==> src/rtl/tgc_pkg.sv <==
// Operation
// - gate level falling edge sets gate flag
// - gate flag works with gate control off
// - count wraps FFFF to 0000, sets overflow
// - flag and enables raise interrupt request
// - overflow flag holds until software clears
// - sleep counting only async external; wakes
// - count presented for capture copies
// - count presented for compare matching
// - special trigger clears count, no flag
// - count write beats special trigger clear
// - module disable holds timer in reset
// - prescaler divides by 1, 2, 4, 8
// - resync bypass picks sync or async
// - system clocks ignore resync bypass bit
// - wide mode gives buffered 16-bit access
// - gate control gates counting when on
// - gate polarity selects active level
// - toggle flip-flop, held clear when off
// - single-pulse mode controls the gate
// - armed bit status, cleared with mode
// - gate level status read-only, always valid
// - five-bit count clock source select
// - low read latches high, low write loads
// - count writes clear prescaler; wide low only
// - armed: start on edge, stop trailing edge
// - five-bit gate source select field
package tgc_pkg;
  localparam logic [7:0] TGC_A_CON = 8'h00;
  localparam logic [7:0] TGC_A_GCON = 8'h04;
  localparam logic [7:0] TGC_A_CLK = 8'h08;
  localparam logic [7:0] TGC_A_GATE = 8'h0C;
  localparam logic [7:0] TGC_A_CNTL = 8'h10;
  localparam logic [7:0] TGC_A_CNTH = 8'h14;
  localparam logic [7:0] TGC_A_FLAG = 8'h18;
  localparam logic [7:0] TGC_A_IEN = 8'h1C;
  localparam logic [7:0] TGC_A_MISC = 8'h20;
  localparam int TGC_B_ON = 0;
  localparam int TGC_B_WIDE = 1;
  localparam int TGC_B_SYNC = 2;
  localparam int TGC_B_PS = 4;
  localparam int TGC_B_GATE_LEVEL_STATUS = 2;
  localparam int TGC_B_ARMED = 3;
  localparam int TGC_B_GATE_SINGLE_PULSE_MODE = 4;
  localparam int TGC_B_GTM = 5;
  localparam int TGC_B_GATE_POLARITY = 6;
  localparam int TGC_B_GE = 7;
  localparam int TGC_B_OVF = 0;
  localparam int TGC_B_GIF = 1;
  localparam int TGC_B_GLOB = 2;
  localparam int TGC_B_MD = 0;
  localparam logic [4:0] TGC_CS_PIN = 5'h00;
  localparam logic [4:0] TGC_CS_FOSC4 = 5'h01;
  localparam logic [4:0] TGC_CS_FOSC = 5'h02;
  localparam logic [4:0] TGC_CS_SOSC = 5'h07;
  localparam logic [4:0] TGC_CS_LAST = 5'h10;
  localparam logic [4:0] TGC_GS_LAST = 5'h1A;
  localparam logic [15:0] TGC_CNT_MAX = 16'hFFFF;
  localparam logic [15:0] TGC_CNT_ZERO = 16'h0000;
  localparam logic [1:0] TGC_DIV4_LAST = 2'h3;

  typedef enum logic [1:0] {
    TGC_SP_IDLE = 2'b00,
    TGC_SP_ARMED = 2'b01,
    TGC_SP_RUN = 2'b11
  } tgc_sp_t;

  typedef struct packed {
    logic psel;
    logic penable;
    logic pwrite;
    logic [7:0] paddr;
    logic [31:0] pwdata;
  } tgc_apb_req_t;

  typedef struct packed {
    logic [1:0] ps;
    logic sync;
    logic wide;
    logic on;
    logic ge;
    logic gate_polarity;
    logic gate_toggle_mode;
    logic gate_single_pulse_mode;
    logic [4:0] cs;
    logic [4:0] gate_source_field;
    logic [15:0] cnt;
    logic [7:0] hbuf;
    logic [2:0] pre;
    logic [1:0] div4;
    logic clk_s1;
    logic clk_s2;
    logic clk_sprev;
    logic clk_aprev;
    logic gate_polarity_prev;
    logic gt_prev;
    logic tgl;
    tgc_sp_t sp;
    logic gate_level_status;
    logic gif;
    logic ovf;
    logic gie;
    logic oie;
    logic glob;
    logic md;
    logic pready;
    logic pslverr;
    logic [31:0] prdata;
    logic [15:0] cnt_o;
    logic ovf_pulse;
    logic irq;
    logic wake;
  } tgc_state_t;

  localparam tgc_state_t TGC_RST = '0;

  // last prescale count before a tick
  function automatic logic [2:0] tgc_pre_last(input logic [1:0] ps);
    tgc_pre_last = 3'(({3'h0, 1'b1} << ps) - 4'h1);
  endfunction : tgc_pre_last

  function automatic logic [31:0] tgc_byte(input logic [7:0] b);
    tgc_byte = {24'h000000, b};
  endfunction : tgc_byte
endpackage : tgc_pkg

==> src/rtl/tgc_timer.sv <==
// Chosen here: the APB register port and the register offsets.
`timescale 1ns/1ps
module tgc_timer
  import tgc_pkg::*;
#(
  parameter int CNT_SRCS = 17,
  parameter int GATE_SRCS = 27
) (
  // clock and reset
  input wire logic pclk,
  input wire logic presetn,
  input wire logic clk_en,
  // register bus
  input wire tgc_apb_req_t apb_req,
  output logic [31:0] prdata,
  output logic pready,
  output logic pslverr,
  // clock and gate sources, indexed by select code
  input wire logic [CNT_SRCS-1:0] count_src_in,
  input wire logic [GATE_SRCS-1:0] gate_src_in,
  // system
  input wire logic sleep_in,
  input wire logic special_event_in,
  // time base and events
  output logic [15:0] count_out,
  output logic overflow_pulse,
  output logic irq,
  output logic wake
);

  tgc_state_t q, d;

  logic setup, acc_wr, acc_rd;
  logic src_raw, src_edge, sys_src, tick_src, run_ok, count_en;
  logic g_sel, g_pol, g_t, g_rise, g_fall, gate_eff;
  logic wr_l, wr_h, pre_clr, hit;
  logic [7:0] wb;
  logic [31:0] rd;

  assign prdata = q.prdata;
  assign pready = q.pready;
  assign pslverr = q.pslverr;
  assign count_out = q.cnt_o;
  assign overflow_pulse = q.ovf_pulse;
  assign irq = q.irq;
  assign wake = q.wake;

  always_comb begin
    d = q;
    wb = apb_req.pwdata[7:0];
    setup = apb_req.psel & ~apb_req.penable;
    acc_wr = apb_req.psel & apb_req.penable & q.pready & apb_req.pwrite;
    acc_rd = apb_req.psel & apb_req.penable & q.pready & ~apb_req.pwrite;

    // ------------------------------------------------------------
    // count clock source
    // ------------------------------------------------------------
    src_raw = 1'b0;
    if (q.cs <= TGC_CS_LAST && int'(q.cs) < CNT_SRCS) begin
      src_raw = count_src_in[q.cs];
    end
    d.clk_s1 = src_raw;
    d.clk_s2 = q.clk_s1;
    d.clk_sprev = q.clk_s2;
    d.clk_aprev = src_raw;
    d.div4 = q.div4 + 2'h1;
    src_edge = 1'b0;
    sys_src = 1'b1;
    tick_src = 1'b0;
    unique case (q.cs)
      TGC_CS_FOSC: tick_src = 1'b1;
      TGC_CS_FOSC4: tick_src = (q.div4 == TGC_DIV4_LAST);
      default: begin
        sys_src = 1'b0;
        if (q.sync) begin
          src_edge = src_raw & ~q.clk_aprev;
        end else begin
          src_edge = q.clk_s2 & ~q.clk_sprev;
        end
        tick_src = src_edge;
      end
    endcase
    // only async pin or secondary oscillator run in sleep
    run_ok = ~sleep_in | (q.sync & ~sys_src &
             (q.cs == TGC_CS_PIN || q.cs == TGC_CS_SOSC));

    // ------------------------------------------------------------
    // gate path
    // ------------------------------------------------------------
    g_sel = 1'b0;
    if (q.gate_source_field <= TGC_GS_LAST && int'(q.gate_source_field) < GATE_SRCS) begin
      g_sel = gate_src_in[q.gate_source_field];
    end
    g_pol = q.gate_polarity ? g_sel : ~g_sel;
    d.gate_polarity_prev = g_pol;
    if (!q.gate_toggle_mode) begin
      d.tgl = 1'b0;
    end else if (g_pol & ~q.gate_polarity_prev) begin
      d.tgl = ~q.tgl;
    end
    g_t = q.gate_toggle_mode ? q.tgl : g_pol;
    d.gt_prev = g_t;
    g_rise = g_t & ~q.gt_prev;
    g_fall = ~g_t & q.gt_prev;
    gate_eff = g_t;
    if (q.gate_single_pulse_mode) begin
      unique case (q.sp)
        TGC_SP_IDLE: gate_eff = 1'b0;
        TGC_SP_ARMED: begin
          gate_eff = 1'b0;
          if (g_rise) begin
            d.sp = TGC_SP_RUN;
            gate_eff = 1'b1;
          end
        end
        TGC_SP_RUN: begin
          gate_eff = g_t;
          if (g_fall) begin
            d.sp = TGC_SP_IDLE;
          end
        end
        default: d.sp = TGC_SP_IDLE;
      endcase
    end
    d.gate_level_status = gate_eff;

    // ------------------------------------------------------------
    // counter and prescaler
    // ------------------------------------------------------------
    count_en = q.on & (~q.ge | q.gate_level_status) & run_ok & tick_src;
    hit = 1'b0;
    if (count_en) begin
      if (q.pre == tgc_pre_last(q.ps)) begin
        d.pre = 3'h0;
        hit = 1'b1;
      end else begin
        d.pre = q.pre + 3'h1;
      end
    end
    d.ovf_pulse = 1'b0;
    if (hit) begin
      d.cnt = q.cnt + 16'h0001;
      if (q.cnt == TGC_CNT_MAX) begin
        d.ovf_pulse = 1'b1;
      end
    end
    if (special_event_in) begin
      d.cnt = TGC_CNT_ZERO;
      d.ovf_pulse = 1'b0;
    end

    // ------------------------------------------------------------
    // register writes
    // ------------------------------------------------------------
    wr_l = acc_wr && apb_req.paddr == TGC_A_CNTL;
    wr_h = acc_wr && apb_req.paddr == TGC_A_CNTH;
    pre_clr = wr_l | (wr_h & ~q.wide);
    if (pre_clr) begin
      d.pre = 3'h0;
    end
    if (wr_l) begin
      d.cnt = q.wide ? {q.hbuf, wb} : {q.cnt[15:8], wb};
      d.ovf_pulse = 1'b0;
    end
    if (wr_h) begin
      if (q.wide) begin
        d.hbuf = wb;
      end else begin
        d.cnt = {wb, q.cnt[7:0]};
        d.ovf_pulse = 1'b0;
      end
    end
    if (acc_wr) begin
      unique case (apb_req.paddr)
        TGC_A_CON: begin
          d.ps = wb[TGC_B_PS +: 2];
          d.sync = wb[TGC_B_SYNC];
          d.wide = wb[TGC_B_WIDE];
          d.on = wb[TGC_B_ON];
        end
        TGC_A_GCON: begin
          d.ge = wb[TGC_B_GE];
          d.gate_polarity = wb[TGC_B_GATE_POLARITY];
          d.gate_toggle_mode = wb[TGC_B_GTM];
          d.gate_single_pulse_mode = wb[TGC_B_GATE_SINGLE_PULSE_MODE];
          if (!wb[TGC_B_GATE_SINGLE_PULSE_MODE]) begin
            d.sp = TGC_SP_IDLE;
          end else if (wb[TGC_B_ARMED] && q.sp == TGC_SP_IDLE) begin
            d.sp = TGC_SP_ARMED;
          end else if (!wb[TGC_B_ARMED]) begin
            d.sp = TGC_SP_IDLE;
          end
        end
        TGC_A_CLK: d.cs = wb[4:0];
        TGC_A_GATE: d.gate_source_field = wb[4:0];
        TGC_A_IEN: begin
          d.oie = wb[TGC_B_OVF];
          d.gie = wb[TGC_B_GIF];
          d.glob = wb[TGC_B_GLOB];
        end
        TGC_A_MISC: d.md = wb[TGC_B_MD];
        default: ;
      endcase
    end
    if (!d.gate_single_pulse_mode) begin
      d.sp = TGC_SP_IDLE;
    end

    // ------------------------------------------------------------
    // flags: write one to clear, a new event wins
    // ------------------------------------------------------------
    if (acc_wr && apb_req.paddr == TGC_A_FLAG) begin
      if (wb[TGC_B_OVF]) begin
        d.ovf = 1'b0;
      end
      if (wb[TGC_B_GIF]) begin
        d.gif = 1'b0;
      end
    end
    if (d.ovf_pulse) begin
      d.ovf = 1'b1;
    end
    if (q.gate_level_status & ~d.gate_level_status) begin
      d.gif = 1'b1;
    end

    // ------------------------------------------------------------
    // register reads, taken in the setup cycle
    // ------------------------------------------------------------
    rd = 32'h00000000;
    d.pslverr = 1'b0;
    unique case (apb_req.paddr)
      TGC_A_CON: rd = tgc_byte({2'h0, q.ps, 1'b0, q.sync, q.wide, q.on});
      TGC_A_GCON: rd = tgc_byte({q.ge, q.gate_polarity, q.gate_toggle_mode, q.gate_single_pulse_mode,
                                 q.sp != TGC_SP_IDLE, q.gate_level_status, 2'h0});
      TGC_A_CLK: rd = tgc_byte({3'h0, q.cs});
      TGC_A_GATE: rd = tgc_byte({3'h0, q.gate_source_field});
      TGC_A_CNTL: rd = tgc_byte(q.cnt[7:0]);
      TGC_A_CNTH: rd = tgc_byte(q.wide ? q.hbuf : q.cnt[15:8]);
      TGC_A_FLAG: rd = tgc_byte({6'h00, q.gif, q.ovf});
      TGC_A_IEN: rd = tgc_byte({5'h00, q.glob, q.gie, q.oie});
      TGC_A_MISC: rd = tgc_byte({7'h00, q.md});
      default: d.pslverr = setup;
    endcase
    d.pready = setup & ~q.pready;
    if (setup) begin
      d.prdata = rd;
      if (!apb_req.pwrite && apb_req.paddr == TGC_A_CNTL && q.wide) begin
        d.hbuf = q.cnt[15:8];
      end
    end else if (!acc_rd) begin
      d.pslverr = 1'b0;
    end

    // ------------------------------------------------------------
    // module disable: timer held in reset
    // ------------------------------------------------------------
    if (q.md) begin
      d = TGC_RST;
      d.md = q.md;
      if (acc_wr && apb_req.paddr == TGC_A_MISC) begin
        d.md = wb[TGC_B_MD];
      end
      d.pready = setup & ~q.pready;
      d.pslverr = setup & ~(apb_req.paddr == TGC_A_MISC);
      // refused registers read as zero
      d.prdata = q.prdata;
      if (setup) begin
        d.prdata = (apb_req.paddr == TGC_A_MISC) ? tgc_byte({7'h00, q.md}) : 32'h00000000;
      end
    end

    // ------------------------------------------------------------
    // time base and interrupt outputs
    // ------------------------------------------------------------
    d.cnt_o = d.cnt;
    d.irq = (d.gif & d.gie) | (d.ovf & d.oie & d.on & d.glob);
    d.wake = d.ovf & d.oie & d.on & sleep_in;
  end

  always_ff @(posedge pclk or negedge presetn) begin
    if (!presetn) begin
      q <= TGC_RST;
    end else if (clk_en) begin
      q <= d;
    end
  end

endmodule : tgc_timer

==> config.mk <==
export PLATFORM = sky130hd
export DESIGN_NAME = tgc_timer
export DESIGN_NICKNAME = d
export VERILOG_FILES = /design/src/rtl/tgc_pkg.sv /design/src/rtl/tgc_timer.sv
export SDC_FILE = /design/constraint.sdc
export NUM_CORES = 1
export LEC_CHECK = 0
export ABC_AREA = 1
export ABC_CLOCK_PERIOD_IN_PS = 5600
export BUFFER_PORTS_ARGS = -buffer_cell sky130_fd_sc_hd__buf_2
export CAP_MARGIN = 10
export CORE_MARGIN = 5
export CORE_UTILIZATION = 55
export CTS_CLUSTER_DIAMETER = 40
export DETAILED_ROUTE_END_ITERATION = 7
export GPL_TIMING_DRIVEN = 0
export PLACE_DENSITY = 0.79
export RECOVER_POWER = 25
export SYNTH_ARGS = -nofsm -noshare
export SYNTH_HDL_FRONTEND = slang
export SYNTH_SLANG_ARGS = --single-unit
==> constraint.sdc <==
create_clock -name pclk -period 5.6 [get_ports pclk]
set_input_delay 1.12 -clock pclk [delete_from_list [all_inputs] [get_ports pclk]]
set_output_delay 1.12 -clock pclk [all_outputs]
set_load 0.05 [all_outputs]
==> out/qor.csv <==
stage,metric,value,unit
floorplan,Core Area,0.01028,sq mm
global_routing,initial antenna violation count,0,
routing,post-route DRC violation count,0,
synth,top post-synthesis cells by area,"dfrtp_1, nand2_1, o21ai_0, inv_1, buf_4",
worst_hold_path,class of the worst hold path,flop to flop,
timing,Achievable Freq,0.3357,GHz
critical_path,R2R Setup Slk,3.05,ns
cells_and_area,area grow syn2layout,16.42,%
global_routing,first-pass GRT wire length,28030,um
timing,hold_ws,0.4824,ns
timing,Slew HR,36.00,%
synth,library cells used by synthesis,44,
clock_tree,clk sinks,76,
timing,Tmin final,2.978,ns
placement,# port buffers,96,
critical_path,worst endpoint required time,5.89,ns
routing,vias per std cell,5.409,
floorplan,Starting Density,55.89,%
synth,ys async rst share,100.0,%
synth,YS warnings,0,
placement,GPL Wtd Cong,0.9892,
routing,Avg WL per Cell,15.41,um
cells_and_area,"commonest non-fill, non-tap cells in the layout","nand2_1, inv_1, buf_2",
timing,Slew @ Worst Pin,0.9358,ns
power_and_ir_drop,worst ir drop on vdd,109.8,uV
timing,TNS Setup,0,ns
critical_path,WS Path Type,primary input to flop,
critical_path,worst reg2reg startpoint,q[116],
cells_and_area,Final #Nets,1099,
synth,ys flop type,dfrtp_1,
synth,area of the mapped netlist,0.005744,sq mm
global_routing,vias in the first global route,5548,
critical_path,critical-path maximum fanout,9,
timing,RSZ-0062 raised after global routing,no,
timing,Max Slew Vio Count,0,
floorplan,boundary pin count,145,
placement,Post-DP HPWL,13620,um
floorplan,Die W,112.2,um
floorplan,DIE AREA,0.01259,sq mm
clock_tree,clk slew on worst S/H paths,0.08,ns
cells_and_area,antenna diode count,0,
timing,Layout Skew,0.01320,ns
power_and_ir_drop,PwrDens,165.9,mW/mm^2
synth,Post-Syn Area per Cell,6.580,sq um
synth,post-synth top area cell,dfrtp_1,
clock_tree,Post CTS Setup Buffer Count,0,
critical_path,crit start category,primary input,
synth,Post-Syn Instances,873,
synth,sequential fraction of the synthesis area,33.11,%
clock_tree,Max clock buf depth,2,
global_routing,largest net degree at the start of global routing,69,
worst_hold_path,worst hold start,wake,
clock_tree,hold_buf cts,0,
critical_path,CP arrival,3.27,ns
cells_and_area,layout cells sized above 1,18.47,%
clock_tree,H-Tree Depth,3,
routing,DR pass1 iterations,6,
synth,"FF+latch count, synth",76,
clock_tree,clk_lat worst skew,0.36,ns
clock_tree,CTS root buffer,clkbuf_8,
timing,fin crit share,53.19,%
timing,Final Hold Violating Endpoints,0,
synth,area share of the largest cell type after synthesis,33.11,%
routing,Vias,6183,
cells_and_area,Layout fillers,996,
floorplan,Site Rows,37,
worst_hold_path,Hold Crit Depth,2,
global_routing,GRT Util Overall,27.56,%
critical_path,Worst Setup End Kind,flop,
cells_and_area,"most common cell after layout, fill and taps aside",nand2_1,
global_routing,Overflow after GRT,0,
run,maxcap violations,0,
routing,post-route ant nets,0,
outcome,status,completed,
critical_path,R2R depth,11,
synth,Post-synth EDFFs,0,
routing,1st-iter DRT viols,700,
routing,final wirelength,17610,um
timing,Final Setup Violations,0,
worst_hold_path,WHS Endpoint,wake,
floorplan,Die Span Y,112.2,um
clock_tree,PostCTS Resize Cnt,0,
critical_path,reg2reg end,wake,
clock_tree,total CTS buffers,9,
power_and_ir_drop,static leakage,3.442,nW
clock_tree,CTS tree,done,
[routing by layer]
metal	part of all wire, %	GRT usage (%)	up-vias
met5	0	0	-
met2	43	40.41	347
met4	2.7	9.535	0
met1	44	40.55	2759
li1	-	-	3037
met3	10	5.553	40
[worst max-delay path by stage]
stage	slack, ns	to	cells after the start	from
after floorplan	2.95	count_out[12]	12	apb_req[33]
final	2.62	wake	10	apb_req[42]
after global placement	2.44	wake	13	apb_req[39]
after CTS	2.72	count_out[4]	10	apb_req[33]
after global routing	2.51	count_out[5]	10	apb_req[33]
after detailed placement	2.36	count_out[4]	10	apb_req[33]
[Yosys cell counts, types with 4 or more instances]
cell type / count
a21oi_1: 27
buf_2: 6
buf_4: 50
clkbuf_1: 15
clkinv_1: 5
dfrtp_1: 76
inv_1: 104
nand2_1: 277
nand3_1: 60
nand4_1: 15
nor2_1: 43
nor2_2: 4
nor3_1: 17
o211ai_1: 4
o21ai_0: 85
o21ai_1: 6
o22ai_1: 14
o31ai_1: 5
o41ai_1: 5
xor2_1: 12
[flip-flops by register name (all words and copies together) (netlist names)]
name and count:
irq 1, pslverr 1, overflow_pulse 1, pready 1
prdata 8, q 47, count_out 16, wake 1
[area by class of cell]
cell class,instances,area (sq um),area share (%)
inverters,112,420.4,6.286
multi-input cells,634,3013,45.05
flip-flops and latches,76,1902,28.44
clock inverters,4,52.55,0.7858
well taps,136,170.2,2.544
repair buffers,97,506.7,7.577
plain buffers,74,495.5,7.409
clock buffers,10,127.6,1.908
[per-stage QoR]
step,cells,power (mW),cell area (sq um),setup slack (ns),util (%)
floorplan,896,0.6507,5831,2.947,-
global placement,1128,0.7038,6481,2.445,63.06
detailed placement,1129,0.7071,6511,2.362,63.36
CTS,1143,1.109,6691,2.724,65.11
global route,1143,1.144,6688,2.511,65.07
finish,1143,1.109,6688,2.622,65.07
[cells by family after synthesis]
kind of cell | count (synthesis) | synth area share, %
AO/OA/AOI/OAI | 163 | 16.40
flip-flops | 76 | 33.11
buffers and inverters | 186 | 15.94
multiplexers | 1 | 0.1743
AND/OR/NAND/NOR | 431 | 31.82
adder cells (fa/ha/maj) | 3 | 0.6535
other | 1 | 0.06528
XOR/XNOR | 12 | 1.830
[where the power goes]
part           internal (mW)  switching, mW  leakage [nW]
Clock                  0.202          0.210        0.0922
Sequential             0.551        0.00157          1.05
Combinational         0.0434          0.102          2.30
Total                  0.796          0.313          3.44
[worst max-delay path, stage by stage]
cell	delay, ns
buf_2	0.10
nand4_1	0.31
clkinv_1	0.40
nand2_1	0.32
nand2_1	0.16
nor3_1	0.20
nand3_1	0.16
nand2_1	0.15
nand4_1	0.22
nand2_1	0.13
(Power assumes the default switching activity.)
